## src/rtl/dsk_seek_map.svh

```systemverilog
`ifndef DSK_SEEK_MAP_SVH
`define DSK_SEEK_MAP_SVH
// Cylinder address width and highest valid cylinder
`define DSK_CYL_W 9
`define DSK_CYL_MAX 9'h19a
// Track and sector field widths
`define DSK_TRK_W 5
`define DSK_SEC_W 5
// Highest track of a cylinder
`define DSK_TRK_LAST 5'h12
// Zero values used for clears
`define DSK_CYL_ZERO 9'h000
`define DSK_TRK_ZERO 5'h00
`define DSK_SEC_ZERO 5'h00
// Write data bus width
`define DSK_WD_W 16
// Track field position in the sector/track word
`define DSK_TRK_LSB 8
// Step sizes for the address counters
`define DSK_CYL_ONE 9'h001
`define DSK_TRK_ONE 5'h01
`define DSK_SEC_ONE 5'h01
// Zero subtract result, borrow bit included
`define DSK_DIFF_ZERO 10'h000
`endif

```

## src/rtl/dsk_seek_pkg.sv

```systemverilog
`include "dsk_seek_map.svh"
package dsk_seek_pkg;
  // Desired sector/track register contents
  typedef struct packed {
    logic [`DSK_TRK_W-1:0] track;
    logic [`DSK_SEC_W-1:0] sector;
  } dsk_sectrk_t;
  // Error flags
  typedef struct packed {
    logic addrOverflow;
    logic invalidAddr;
  } dsk_err_t;
endpackage : dsk_seek_pkg

```

## src/rtl/dsk_seek.sv

```systemverilog
`timescale 1ns/1ps
`default_nettype none
`include "dsk_seek_map.svh"
// What this block does
// - Load desired cylinder on select+write, idle only
// - Subtract cylinders; forward gives direction low
// - Desired below current asserts reverse direction
// - Equal cylinders give zero difference, no seek
// - Mux difference with offset onto drive lines
// - All-zero difference asserts cylinders equal
// - Ready reassertion copies desired into current
// - Increment cylinder after last track, issue go
// - Increment past top cylinder sets overflow error
// - Writing cylinder above top sets invalid error
// - Header word one cylinder compare gives match
// - Track field drives five head-select lines
// - Load sector/track on select plus write
// - Busy: increment track after final sector
// - Track 18 detected, then wraps to zero
// - Header word two track/sector compare match
// - Desired sector equals counter gives sector match
// - Increment sector on end-of-block while busy
// - Final sector clears sector field after transfer
// - Data gap end clears sector-area flag
// - Write data gap end: clear write flag, pulse EOB
module dsk_seek (
  input wire logic sys_clk,
  input wire logic srst,
  input wire logic desiredCylinderSelect,
  input wire logic sectorTrackSelect,
  input wire logic registerWriteStrobe,
  input wire logic [`DSK_WD_W-1:0] writeData,
  input wire logic commandInProgress,
  input wire logic driveReadyPin,
  input wire logic [`DSK_CYL_W-1:0] offsetValue,
  input wire logic offsetSelect,
  input wire logic transferDone,
  input wire logic dataGapEnd,
  input wire logic writeOp,
  input wire logic sectorAreaStart,
  input wire logic writeSectorStart,
  input wire logic finalSectorOfTrack,
  input wire logic headerWord1Valid,
  input wire logic headerWord2Valid,
  input wire logic [`DSK_WD_W-1:0] headerWord,
  input wire logic [`DSK_SEC_W-1:0] sectorCount,
  input wire logic errorClear,
  output logic [`DSK_CYL_W-1:0] cylinderDifference,
  output logic seekDirectionReverse,
  output logic cylindersEqual,
  output logic sectorFoundEnable,
  output logic seekGo,
  output logic currentCylinderLoadClock,
  output logic [`DSK_CYL_W-1:0] desiredCylinder,
  output logic [`DSK_CYL_W-1:0] currentCylinder,
  output logic [`DSK_TRK_W-1:0] headSelect,
  output logic [`DSK_SEC_W-1:0] desiredSector,
  output logic finalTrackDetect,
  output dsk_seek_pkg::dsk_err_t errorFlags,
  output logic cylinderMatch,
  output logic sectorTrackMatch,
  output logic sectorMatch,
  output logic endOfBlockPulse,
  output logic sectorAreaFlag,
  output logic writeSectorFlag
);
  import dsk_seek_pkg::*;

  // Ready pin synchroniser; first stage read only by second
  logic readyMeta;
  logic readySync;
  logic readyLast;
  // Desired sector/track register
  dsk_sectrk_t sectTrk;
  // Raw subtract result, one extra bit for the borrow
  logic [`DSK_CYL_W:0] diffRaw;
  logic cylLoad;
  logic stLoad;
  logic trackAdvance;
  logic readyRise;
  logic [`DSK_CYL_W-1:0] nextCyl;

  // Pin synchroniser, two flops before use
  always_ff @(posedge sys_clk) begin
    if (srst) begin
      // Idle ready is high; a low reset value would fake a rise
      readyMeta <= 1'b1;
      readySync <= 1'b1;
      readyLast <= 1'b1;
    end else begin
      readyMeta <= driveReadyPin;
      readySync <= readyMeta;
      readyLast <= readySync;
    end
  end

  // Drive relies on dropping ready while seeking
  assign readyRise = readySync & ~readyLast;

  // Cylinder register writes are refused while a command runs; sector/track writes are not
  assign cylLoad = desiredCylinderSelect & registerWriteStrobe
    & ~commandInProgress;
  assign stLoad = sectorTrackSelect & registerWriteStrobe;

  // Track moves on after the final sector or transfer end
  assign trackAdvance = commandInProgress & endOfBlockPulse
    & (finalSectorOfTrack | transferDone);
  assign nextCyl = desiredCylinder + `DSK_CYL_ONE;

  // Desired cylinder: software load or mid-transfer increment
  always_ff @(posedge sys_clk) begin
    if (srst) begin
      desiredCylinder <= `DSK_CYL_ZERO;
    end else if (cylLoad) begin
      desiredCylinder <= writeData[`DSK_CYL_W-1:0];
    end else if (trackAdvance && finalTrackDetect) begin
      desiredCylinder <= nextCyl;
    end
  end

  // Seek go pulses whenever the cylinder steps mid-transfer
  always_ff @(posedge sys_clk) begin
    if (srst) begin
      seekGo <= 1'b0;
    end else begin
      seekGo <= trackAdvance & finalTrackDetect;
    end
  end

  // Current cylinder takes desired when the drive ready rises
  always_ff @(posedge sys_clk) begin
    if (srst) begin
      currentCylinder <= `DSK_CYL_ZERO;
      currentCylinderLoadClock <= 1'b0;
    end else begin
      currentCylinderLoadClock <= readyRise;
      if (readyRise) begin
        currentCylinder <= desiredCylinder;
      end
    end
  end

  // Subtract; borrow means reverse motion
  assign diffRaw = {1'b0, desiredCylinder} - {1'b0, currentCylinder};

  // Direction and magnitude, registered toward the drive
  always_ff @(posedge sys_clk) begin
    if (srst) begin
      seekDirectionReverse <= 1'b0;
      cylinderDifference <= `DSK_CYL_ZERO;
      cylindersEqual <= 1'b1;
    end else begin
      seekDirectionReverse <= diffRaw[`DSK_CYL_W];
      // Offset shares the difference lines
      if (offsetSelect) begin
        cylinderDifference <= offsetValue;
      end else if (diffRaw[`DSK_CYL_W]) begin
        cylinderDifference <= currentCylinder - desiredCylinder;
      end else begin
        cylinderDifference <= diffRaw[`DSK_CYL_W-1:0];
      end
      cylindersEqual <= (diffRaw == `DSK_DIFF_ZERO);
    end
  end

  // Heads on cylinder allow the sector-found flop to clock
  assign sectorFoundEnable = cylindersEqual;

  // Error flags: set beats clear
  always_ff @(posedge sys_clk) begin
    if (srst) begin
      errorFlags <= '0;
    end else begin
      if (trackAdvance && finalTrackDetect
          && desiredCylinder >= `DSK_CYL_MAX) begin
        errorFlags.addrOverflow <= 1'b1;
      end else if (errorClear) begin
        errorFlags.addrOverflow <= 1'b0;
      end
      if (cylLoad && writeData[`DSK_CYL_W-1:0] > `DSK_CYL_MAX) begin
        errorFlags.invalidAddr <= 1'b1;
      end else if (errorClear) begin
        errorFlags.invalidAddr <= 1'b0;
      end
    end
  end

  // Sector/track register: load, sector step, track step
  always_ff @(posedge sys_clk) begin
    if (srst) begin
      sectTrk <= '0;
    end else if (stLoad) begin
      sectTrk.track <=
        writeData[`DSK_TRK_LSB+`DSK_TRK_W-1:`DSK_TRK_LSB];
      sectTrk.sector <= writeData[`DSK_SEC_W-1:0];
    end else if (trackAdvance) begin
      sectTrk.sector <= `DSK_SEC_ZERO;
      if (finalTrackDetect) begin
        sectTrk.track <= `DSK_TRK_ZERO;
      end else begin
        sectTrk.track <= sectTrk.track + `DSK_TRK_ONE;
      end
    end else if (commandInProgress && endOfBlockPulse) begin
      sectTrk.sector <= sectTrk.sector + `DSK_SEC_ONE;
    end
  end

  // Head select needs no motion, just the track field
  assign headSelect = sectTrk.track;
  assign desiredSector = sectTrk.sector;
  assign finalTrackDetect = (sectTrk.track == `DSK_TRK_LAST);

  // Header and sector compares, registered
  always_ff @(posedge sys_clk) begin
    if (srst) begin
      cylinderMatch <= 1'b0;
      sectorTrackMatch <= 1'b0;
      sectorMatch <= 1'b0;
    end else begin
      if (headerWord1Valid) begin
        cylinderMatch <= (headerWord[`DSK_CYL_W-1:0]
          == desiredCylinder);
      end
      if (headerWord2Valid) begin
        sectorTrackMatch <=
          (headerWord[`DSK_TRK_LSB+`DSK_TRK_W-1:`DSK_TRK_LSB]
          == sectTrk.track)
          && (headerWord[`DSK_SEC_W-1:0] == sectorCount);
      end
      sectorMatch <= (sectTrk.sector == sectorCount);
    end
  end

  // Sector flags and end-of-block pulse at data gap end
  always_ff @(posedge sys_clk) begin
    if (srst) begin
      sectorAreaFlag <= 1'b0;
      writeSectorFlag <= 1'b0;
      endOfBlockPulse <= 1'b0;
    end else begin
      endOfBlockPulse <= dataGapEnd;
      // Start wins over the end of the gap
      if (sectorAreaStart) begin
        sectorAreaFlag <= 1'b1;
      end else if (dataGapEnd) begin
        sectorAreaFlag <= 1'b0;
      end
      if (writeSectorStart) begin
        writeSectorFlag <= 1'b1;
      end else if (dataGapEnd && writeOp) begin
        writeSectorFlag <= 1'b0;
      end
    end
  end
endmodule : dsk_seek
`default_nettype wire

```

## config.mk

```make
export PLATFORM = sky130hd
export DESIGN_NAME = dsk_seek
export DESIGN_NICKNAME = d
export VERILOG_FILES = /design/src/rtl/dsk_seek_pkg.sv /design/src/rtl/dsk_seek.sv
export VERILOG_INCLUDE_DIRS = /design/src /design/src/rtl
export SDC_FILE = /design/constraint.sdc
export NUM_CORES = 1
export LEC_CHECK = 0
export BUFFER_PORTS_ARGS = -buffer_cell sky130_fd_sc_hd__buf_2
export CORE_MARGIN = 10
export CORE_UTILIZATION = 55
export DETAILED_ROUTE_END_ITERATION = 16
export MAX_ROUTING_LAYER = met4
export PLACE_DENSITY_LB_ADDON = 0.05
export SYNTH_ARGS = -nofsm -noshare
export SYNTH_HDL_FRONTEND = slang
export SYNTH_SLANG_ARGS = --single-unit
```

## constraint.sdc

```tcl
create_clock -name sys_clk -period 7.3 [get_ports sys_clk]
set_input_delay 0.365 -clock sys_clk [delete_from_list [all_inputs] [get_ports sys_clk]]
set_output_delay 0.365 -clock sys_clk [all_outputs]
set_load 0.02 [all_outputs]
```

== Yosys cells after proc, flatten, opt, wreduce, memory -nomap -nowiden ==
Index checks and enable logic that the tools add are counted.

* Flip-flop bits (word level): 52

* Multiplexer cells: 16
* Reduce and logical (&&, ||, !) cells: 14
* $lt $le $gt $ge: 2
* Bitwise gates (word level): 10
* $add $sub $neg: 5
* Eq/ne operators: 5

{| class="wikitable"
|+ Operators by type and width
! cell !! number
|-
| $mux 9 || 4
|-
| $mux 5 || 4
|-
| $eq 5x5->1 || 3
|-
| $reduce_bool 2->1 || 6
|-
| $add 5x1->5 const B || 2
|-
| $logic_not 10->1 || 1
|-
| $mux 10 || 1
|-
| $sub 9x9->10 || 1
|-
| $add 9x1->9 const B || 1
|-
| $eq 9x9->1 || 1
|-
| $ge 9x9->1 const B || 1
|-
| $gt 9x9->1 const B || 1
|-
| $sub 9x9->9 || 1
|-
| $and 1x1->1 || 7
|-
| $mux 1 || 7
|-
| $logic_and 1x1->1 || 6
|-
| $eq 5x5->1 const B || 1
|-
| $reduce_bool 3->1 || 1
|-
| $not 1->1 || 2
|-
| $or 1x1->1 || 1
|}

== Depth between registers and ports, before layout ==
Gate-level depths: netlist of the first run.

* Depth after elaboration: 5
* Gate-level depth with buffers: 10
* Mapped depth without buffers: 9

== Worst setup path before layout of the first run ==
OpenSTA, ideal clock, no wires.

* Path type: reg-to-reg
* Start point: register desiredCylinder[1]
* End point: register cylinderDifference[5]
* Arrival: 2.733 ns
* Required time: 7.226 ns
* Cell stages (with the launch flop): 10
* Slack: 4.493 ns
* Library setup time: 0.074 ns
* Buffers on the path: 1
* Cell sequence: dfxtp_1 -> inv_1 -> ha_1 -> nor2b_1 -> o2111a_1 -> or4b_1 -> buf_2 -> and3_4 -> or3_1 -> a31oi_1

* Cells in the longest elaborated chain, start to end: 3

{| class="wikitable"
|+ Ends and longest elaborated chain
! what !! line !! source
|-
| start: declaration || dsk_seek.sv:54 || <nowiki>output logic [`DSK_CYL_W-1:0] desiredCylinder,</nowiki>
|-
| start signal: assignment || dsk_seek.sv:113 || <nowiki>desiredCylinder <= `DSK_CYL_ZERO;</nowiki>
|-
| start signal: assignment || dsk_seek.sv:115 || <nowiki>desiredCylinder <= writeData[`DSK_CYL_W-1:0];</nowiki>
|-
| start signal: assignment || dsk_seek.sv:117 || <nowiki>desiredCylinder <= nextCyl;</nowiki>
|-
| $sub 9x9->10 / $sub 9x9->9 (equally long branches) || dsk_seek.sv:144, dsk_seek.sv:158 ||
|-
| $mux 9 * || dsk_seek.sv:157 || <nowiki>end else if (diffRaw[`DSK_CYL_W]) begin</nowiki>
|-
| $mux 9 * || dsk_seek.sv:155 || <nowiki>if (offsetSelect) begin</nowiki>
|-
| end signal: assignment || dsk_seek.sv:156 || <nowiki>cylinderDifference <= offsetValue;</nowiki>
|-
| end signal: assignment || dsk_seek.sv:158 || <nowiki>cylinderDifference <= currentCylinder - desiredCylinder;</nowiki>
|-
| end signal: assignment || dsk_seek.sv:160 || <nowiki>cylinderDifference <= diffRaw[`DSK_CYL_W-1:0];</nowiki>
|-
| end: declaration || dsk_seek.sv:48 || <nowiki>output logic [`DSK_CYL_W-1:0] cylinderDifference,</nowiki>
|}

Every way passes the cells marked *; elsewhere a longest branch is shown, timed or not.
A chain may end at the register's enable or synchronous reset.

== Final worst setup path of the first run ==
Same ends and word-level chain as after synthesis.

==> results of run 1 <==
[how the worst max path moves through the flow]
stage,start,end,slack (ns)
3_3_place_gp,desiredCylinder[1],cylinderDifference[5],4.40
2_1_floorplan,desiredCylinder[1],cylinderDifference[5],4.49
4_1_cts,desiredCylinder[1],cylinderDifference[5],4.32
3_5_place_dp,desiredCylinder[1],cylinderDifference[5],4.35
5_1_grt,desiredCylinder[0],cylindersEqual,4.19
6_report,desiredCylinder[1],cylinderDifference[5],4.31
[layout by cell type, fill, tap and decap left out, drive strengths merged, types with 10 or more instances in the layout]
master | Yosys | final
a211oi | 11 | 11
a21oi | 39 | 39
buf | 3 | 108
dfxtp | 52 | 52
ha | 22 | 22
inv | 26 | 27
nand2 | 40 | 40
nand3 | 10 | 10
nand4 | 10 | 10
nor2 | 58 | 58
nor3 | 13 | 13
o21ai | 21 | 21
xnor2 | 20 | 20
xor2 | 11 | 11
[power by group through the flow]
stage	combinational [mW]	sequential, mW	clock, mW
finish	0.170	0.313	0.179
global route	0.186	0.315	0.190
CTS	0.170	0.313	0.184
detailed placement	0.169	0.319	0
global placement	0.167	0.319	0
floorplan	0.0971	0.333	0
[worst max-delay path: cells and delay by family, from the launching register on]
family | cells | cell delay (ns)
flops | 1 | 0.63
buf+inv | 1 | 0.17
simple gates | 4 | 1.37
compound gates | 2 | 0.42
fa+ha+maj | 1 | 0.34
[cell families (layout without fill, tap and decap cells)]
kind of cell,Yosys count,count (layout),share of synthesized area
AOI/OAI and AO/OA,115,115,0.2213
buffers and inverters,50,143,0.05587
and+or+nand+nor,167,167,0.2333
muxes,6,6,0.01742
DFF,52,52,0.3019
adders and majority gates,24,24,0.09144
xor gates and xnor gates,31,31,0.07874
[state kept, by name, summed over array words and instances (netlist names), 2 cells and up]
name                cells
currentCylinder         9
cylinderDifference      9
headSelect              5
desiredSector           5
desiredCylinder         9
errorFlags              2
[area by class of cell]
cell class,count,area [sq um],area share
well taps,75,93.84,0.02295
repair buffers,108,543.0,0.1328
inverters,27,101.3,0.02479
clock inverters,3,26.28,0.006426
clock buffers,5,68.82,0.01683
flip-flops and latches,52,1041,0.2546
multi-input cells,343,2215,0.5416
[cell usage after synthesis (all sizes together) (10+ instances only)]
library cell / instances / area [sq um]
o21ai: 21 / 105.1
nand2: 40 / 150.1
a21oi: 39 / 206.5
clkbuf: 20 / 75.07
dfxtp: 52 / 1041
inv: 26 / 97.59
nor2: 58 / 217.7
nor3: 13 / 65.06
nand4: 10 / 62.56
xnor2: 20 / 175.2
xor2: 11 / 96.34
ha: 22 / 275.3
a211oi: 11 / 82.58
nand3: 10 / 50.05
[layer usage]
metal	GRT usage	share of wire	vias up
li1	-	-	1755
met1	0.2421	0.44	1653
met2	0.3562	0.50	137
met3	0.03599	0.056	10
met4	0.04079	0.0084	0
met5	-	0	-
==> impl_metrics.toml, run 1 <==
[clock_tree]
cts_tree = "done"
postCtsHoldBufs = 0
post_cts_resize_count = 0
clk_path_buf_depth = 2
cts.sinks = 52
numCtsBuffers = 5
cts_root_buffer = "clkbuf_8"
clk_latency_ns = 0.32
cts_max_level = 2
cts.clk_slew.worst_paths_ns = 0.11
cts_setup_buffers = 0

[pwr]
p_per_area_nw_per_um2 = 161.9
pwr-share-seq = 0.473
p_int_mw = 0.4383
ir_worst_vdd_v = 0.0001307
power_frac_comb = 0.256
power.share.switching = 0.3380
p_sw_mw = 0.2237
clkPwrFrac = 0.271
design_power_total_mw = 0.6620
power.leakage_nw = 1.814

[floorplan]
dieWidth_um = 99.18
die_h_um = 99.18
start_util = 0.5756
num_rows = 28
die_area_sq_um = 9837
ios = 114
core_sq_um = 5991

[finish]
nFillCells = 530
fin_cells = 613
nets = 624
area_growth_pct = 18.58
fin_area_sq_um = 4089
drive_gt1_frac = 0.2361
fin_util = 0.6825
antenna_cells = 0

[yosys]
syn_area_per_cell_sq_um = 7.749
yosysWarnings = 0
ys_ff_latch = 52
postSynth.topFlopCell = "dfxtp_1"
synth_area_sq_um = 3448
async_reset_ff_frac = 0
yosys.cell_types.count = 56
syn-instance-count = 445
ys_seq_area_frac = 0.3019
syn_nets = 532
synth_edf_count = 0

[sta]
hold_ws_ns = 0.2255
rsz0062_at_grt = "no"
worstMarginPinSlew_ns = 0.9104
max_slew_margin = 0.3930
final_max_slew_viol_count = 0
setup_ws_ns = 4.309
fin_skew_ns = 0.01235
fmaxAchievable_mhz = 334.3
fin_crit_sh = 0.4098
setup-violations-final = 0
report.final.hold_viol_count = 0
min_period_ns = 2.991
tns_ns = 0

[placement]
dpl.cell_count = 605
dpl-instance-area_sq_um = 3994
gp_congestion = 0.9142
place_hpwl_mm = 8.072
port_buffers = 107
pre_cts_ws_ns = 4.347

[min_path]
hold_start = "driveReadyPin"
worstHoldPathCells = 2
hold_end = "readyMeta"
holdCritPathClass = "in -> reg"

[setup_path]
crit_path_max_incr_delay_ns = 0.66
crit_path_max_fanout = 11
slowest_stage = "or4b_1"
cp-start-kind = "register"
critPathArrivalTime_ns = 3.25
reg2reg_to = "cylinderDifference[5]"
reg2regPathDepth = 8
r2r_setup_slack_ns = 4.31
path_cells = "inv_1 -> ha_1 -> nor2b_1 -> o2111a_1 -> or4b_1 -> and3_4 -> or3_1 -> a31oi_1"
critPathKind = "reg -> reg"
regToRegStartpoint = "desiredCylinder[1]"
critPathRequiredTime_ns = 7.56
critPathCaptureType = "register"

[detailed_routing]
wl_mm = 10.31
vias_per_cell = 5.799
first_pass_iters = 5
drt_iter0_drc = 204
ant_nets = 0
wl_per_cell_um = 16.82
vias = 3555
drc = 0

[grt]
grt_max_degree = 49
antenna_found_initial = 0
grt_pass1_vias = 3464
grt_pass1_wl_mm = 16.63
grt_util_all_layers = 0.2049
grt_overflow = 0

[run]
cap_violations = 0

[run_status]
status = "complete, no violations"
Power figures use the tool's default switching activity.
==> run 2, diff against run 1 <==
Settings changed: ABC_AREA set to 1, CORE_UTILIZATION 55 to 52.
Clock period 7.3 ns to 2.8 ns, I/O delays scaled along.
==> run 2 against run 1 <==
Compared with the run above: sequential share of layout area fell by 1.2 points; largest cell class unchanged; global-route usage fell by 0.18 points; sequential power rose to 2.6 times the previous value; die area rose by 7.9%; clock power rose to 2.6 times the previous value.
==> impl_metrics.toml, run 2 <==
[clock_tree]
clk_latency_ns = 0.31
cts_tree = "done"
cts.clk_slew.worst_paths_ns = 0.11
clk_path_buf_depth = 2
cts.sinks = 52
cts_max_level = 2
post_cts_resize_count = 0
numCtsBuffers = 5
cts_root_buffer = "clkbuf_8"

[yosys]
yosys.area_share.simple = 0.3166
synth_edf_count = 0
synth_top_family_by_area = "simple AND/OR/NAND/NOR gates"
async_reset_ff_frac = 0
yosysWarnings = 0
synth_xor_area_frac = 0.05375
synth_top_area_frac = 0.2904
synth.area.mux_share = 0
synth_top_cells_by_count = "nand2_1, inv_1, dfxtp_1"
ys_ff_latch = 52
synth_area_sq_um = 3585
syn-instance-count = 534
syn_area_per_cell_sq_um = 6.713
synthTopCellsByArea = "dfxtp_1, nand2_1, inv_1, ha_1, a21oi_1"
synthMostInstantiatedCell = "nand2_1"
yosys.cell_types.count = 41
postSynth.topFlopCell = "dfxtp_1"
yosysTopAreaCell = "dfxtp_1"
synth_compound_area_frac = 0.1455
ys_seq_area_frac = 0.2904
synth_adder_area_share = 0.08796
syn_nets = 621

[grt]
grt_pass1_wl_mm = 16.96
grt_util_all_layers = 0.2031
antenna_found_initial = 1
grt_pass1_vias = 3577
grt_max_degree = 36
grt_overflow = 0

[detailed_routing]
vias = 3698
wl_per_cell_um = 14.59
ant_nets = 0
drt_iter0_drc = 151
vias_per_cell = 5.115
first_pass_iters = 5
wl_mm = 10.55
drc = 0

[pwr]
ir_worst_vdd_v = 0.0002123
p_per_area_nw_per_um2 = 437.8
design_power_total_mw = 1.881
power.leakage_nw = 2.271

[floorplan]
num_rows = 30
start_util = 0.5306
core_sq_um = 6756
ios = 114
die_area_sq_um = 10610
die_h_um = 103.0
dieWidth_um = 103.0

[run]
cap_violations = 0

[sta]
setup-violations-final = 0
fmaxAchievable_mhz = 455.7
max_slew_margin = 0.6091
rsz0062_at_grt = "no"
setup_ws_ns = 0.6055
fin_skew_ns = 0.003636
final_max_slew_viol_count = 0
tns_ns = 0
worstMarginPinSlew_ns = 0.5857
min_period_ns = 2.194
fin_crit_sh = 0.7837
report.final.hold_viol_count = 0

[setup_path]
cp-start-kind = "register"
regToRegStartpoint = "desiredCylinder[0]"
reg2reg_to = "cylindersEqual"
crit_start = "desiredCylinder[0]"
critPathArrivalTime_ns = 2.39
crit_path_max_fanout = 8
r2r_setup_slack_ns = 0.61
crit_end = "cylindersEqual"
critPathKind = "reg -> reg"
reg2regPathDepth = 12
critPathCaptureType = "register"
critPathRequiredTime_ns = 2.99

[placement]
pre_cts_ws_ns = 0.6137
gp_congestion = 0.9027
dpl.cell_count = 713
place_hpwl_mm = 8.708
port_buffers = 107

[finish]
fin_util = 0.6359
mostFrequentLayoutCells = "nand2_1, buf_2, inv_1, dfxtp_1, nor2_1"
nFillCells = 674
nets = 728
largestRegisters = "currentCylinder: 9 flops, cylinderDifference: 9 flops, desiredCylinder: 9 flops"
area_growth_pct = 19.86
fin_cells = 723
layout_commonest_cell = "nand2_1"
drive_gt1_frac = 0.2461

[run_status]
status = "complete, no violations"

[min_path]
holdCritPathClass = "in -> reg"
## run 2: cell type report
cell class                 instances  area, sq um  area share
antenna                            1        2.502   0.0005824
tap                               80        100.1     0.02330
multi-input combinational        386         2165      0.5038
clock buffer                       5        68.82     0.01602
timing repair buffer             111        568.0      0.1322
clock inverter                     3        27.53    0.006407
sequential                        52         1041      0.2423
inverter                          85        324.1     0.07542
## run 2: repair_timing
| item | in CTS | in global routing |
|---|---|---|
| hold buffers | 1 | 0 |
| endpoints found under the hold margin | 1 | 0 |
| setup buffers | 0 | 0 |
| setup endpoints to repair | 0 | 0 |
## run 2: per-stage QoR
stage / hold slack (ns) / instance area, sq um
after floorplan: 0.2438 / 3585
after global placement: 0.3233 / 4188
after detailed placement: 0.3308 / 4188
after CTS: 0.02683 / 4294
after global routing: 0.05491 / 4297
final: 0.02782 / 4297
## run 2: worst min path at each step
stage	from	cells past startpoint	slack [ns]	endpoint
3_5_place_dp	driveReadyPin	2	0.33	readyMeta
3_3_place_gp	driveReadyPin	2	0.32	readyMeta
5_1_grt	sectorAreaStart	3	0.05	sectorAreaFlag
2_1_floorplan	driveReadyPin	1	0.24	readyMeta
4_1_cts	writeSectorStart	3	0.03	writeSectorFlag
6_report	writeSectorStart	3	0.03	writeSectorFlag
## run 2: layer usage
metal,track usage,part of all wire
met3,0.04155,0.058
met4,0.02995,0.0073
met2,0.3413,0.48
met1,0.2503,0.46
met5,-,0
## run 2: logic make-up (layout without fill, tap and decap cells)
family	count (synthesis)	after routing
other cells	0	1
fa+ha+maj	24	24
xor+xnor	22	22
buf+inv	96	204
compound gates	91	91
simple gates	249	249
flops	52	52
## run 2: power by group
part / leakage [nW] / internal [mW] / total, mW / switching, mW
Combinational: 1.80 / 0.221 / 0.600 / 0.379
Clock: 0.0463 / 0.184 / 0.470 / 0.285
Sequential: 0.426 / 0.780 / 0.812 / 0.0316
Total: 2.27 / 1.19 / 1.88 / 0.696
## run 2: worst max-delay path, stage by stage (launching register included)
cell,delay (ns)
dfxtp_1,0.49
inv_1,0.15
ha_1,0.25
fa_1,0.41
inv_1,0.10
nand2_1,0.05
nand2_1,0.11
nand3_1,0.10
nand3_1,0.08
nand2_1,0.07
and2_0,0.13
nand3b_1,0.08
nand2_1,0.05
==> run 3, diff against run 2 <==
Settings changed: CORE_UTILIZATION 52 to 47.
Clock period 2.8 ns to 1.98 ns, I/O delays scaled along.
==> run 3 against run 2 <==
Compared with the run above: design area rose by 4.5%; die area is 8.5% higher; critical endpoint unchanged; combinational power rose by 49%; largest power group unchanged; sequential share of layout area is 0.96 points lower; largest cell class unchanged.
==> impl_metrics.toml, run 3 (same netlist as run 2, synthesis figures left out) <==
[grt]
grt_max_degree = 36
grt_pass1_vias = 3736
grt_overflow = 0
grt_util_all_layers = 0.1883
grt_pass1_wl_mm = 17.65
antenna_found_initial = 0

[min_path]
holdCritPathClass = "in -> reg"
worstHoldPathCells = 3

[clock_tree]
cts_tree = "done"
numCtsBuffers = 5
clk_latency_ns = 0.31
clk_path_buf_depth = 2
cts.clk_slew.worst_paths_ns = 0.09
cts_setup_buffers = 0
cts_root_buffer = "clkbuf_8"
cts.sinks = 52
cts_max_level = 2

[placement]
gp_congestion = 0.9134
place_hpwl_mm = 8.698
port_buffers = 107
dpl.cell_count = 748

[setup_path]
r2r_setup_slack_ns = 0.14
critPathKind = "reg -> reg"
slowest_stage = "fa_2"
critPathArrivalTime_ns = 2.02
crit_end = "cylindersEqual"
reg2reg_to = "cylindersEqual"
cp-start-kind = "register"
crit_start = "desiredCylinder[0]"
crit_path_max_fanout = 3
critPathBufInv = 2
crit_path_max_incr_delay_ns = 0.36
path_depth = 12
reg2regPathDepth = 12
critPathRequiredTime_ns = 2.17
path_cells = "inv_1 -> ha_1 -> fa_2 -> inv_1 -> nand2_1 -> nand2_2 -> nand3_1 -> nand3_1 -> nand2_1 -> and2_0 -> nand3b_1 -> nand2_1"
regToRegStartpoint = "desiredCylinder[0]"
crit_family = "simple AND/OR/NAND/NOR gates"
crit_top_cell = "nand2_1"
critPathCaptureType = "register"

[sta]
worstMarginPinSlew_ns = 0.5556
fin_crit_sh = 0.9282
rsz0062_at_grt = "no"
setup-violations-final = 0
min_period_ns = 1.838
max_slew_margin = 0.6292
final_max_slew_viol_count = 0
tns_ns = 0
fin_skew_ns = 0.004483
report.final.hold_viol_count = 0
fmaxAchievable_mhz = 544.1
hold_ws_ns = 0.02919

[floorplan]
core_sq_um = 7331
num_rows = 31
start_util = 0.4890
ios = 114
dieWidth_um = 107.3
die_h_um = 107.3
die_area_sq_um = 11520

[run_status]
status = "complete, no violations"

[finish]
largestRegisters = "currentCylinder: 9 flops, cylinderDifference: 9 flops, desiredCylinder: 9 flops"
area_growth_pct = 25.27
fin_cells = 759
drive_gt1_frac = 0.2788
nets = 746
antenna_cells = 0
layout_commonest_cell = "nand2_1"
nFillCells = 730
mostFrequentLayoutCells = "nand2_1, buf_2, inv_1, dfxtp_1, nor2_1"

[pwr]
power.leakage_nw = 2.352
ir_worst_vdd_v = 0.0005018
p_per_area_nw_per_um2 = 595.0
design_power_total_mw = 2.672

[detailed_routing]
drc = 0
vias_per_cell = 5.008
ant_nets = 0
vias = 3801
wl_mm = 10.64
first_pass_iters = 4
wl_per_cell_um = 14.02
drt_iter0_drc = 169

[run]
cap_violations = 0
## run 3: changes by cell type in the layout (fill, tap and decap cells not counted), sizes merged
cell	before	now
clkbuf	5	6
clkinv	1	0
inv	86	85
diode	1	0
clkinvlp	1	2
dlygate4sd3	1	3
buf	110	126
## run 3: final cells by class
type | count | area (sq um) | area share
tap | 99 | 123.9 | 0.02758
clock buffer | 6 | 82.58 | 0.01839
sequential | 52 | 1045 | 0.2327
inverter | 85 | 324.1 | 0.07216
multi-input combinational | 386 | 2192 | 0.4882
clock inverter | 2 | 15.01 | 0.003344
timing repair buffer | 129 | 708.2 | 0.1577
## run 3: worst min-delay path: stages
cell    delay [ns]
buf_2         0.09
inv_1         0.04
nor2_1        0.08
## run 3: how the worst min path moves through the flow
stage / to / slack (ns) / startpoint
after floorplan: readyMeta / 0.20 / driveReadyPin
after global placement: readyMeta / 0.29 / driveReadyPin
after detailed placement: readyMeta / 0.29 / driveReadyPin
after CTS: cylinderDifference[7] / 0.03 / offsetValue[7]
after global routing: endOfBlockPulse / 0.04 / dataGapEnd
final: endOfBlockPulse / 0.03 / dataGapEnd
## run 3: power breakdown
group	switching (mW)	leakage (nW)	internal (mW)
logic	0.556	1.88	0.336
clock network	0.361	0.0434	0.283
registers	0.0329	0.427	1.10
## run 3: repair_timing
action / CTS / global route
gates resized for setup: 0 / 8
setup endpoints to repair: 0 / 9
endpoints found under the hold margin: 3 / 0
hold buffers: 3 / 0
## run 3: per-layer routing
| metal | vias to the layer above | GRT usage | wire (um) |
|---|---|---|---|
| met2 | 124 | 0.2989 | 4906 |
| met5 | - | - | 0 |
| met1 | 1709 | 0.2359 | 4884 |
| met3 | 10 | 0.04611 | 776 |
| li1 | 1958 | - | - |
| met4 | 0 | 0.04389 | 74 |
## run 3: metrics by stage
stage	utilization	setup slack [ns]	cell area (sq um)
detailed placement	0.5912	0.09260	4334
finish	0.6126	0.1422	4491
floorplan	-	0.03338	3587
global placement	0.5912	0.1204	4334
global route	0.6126	0.008314	4491
CTS	0.6086	0.07060	4462
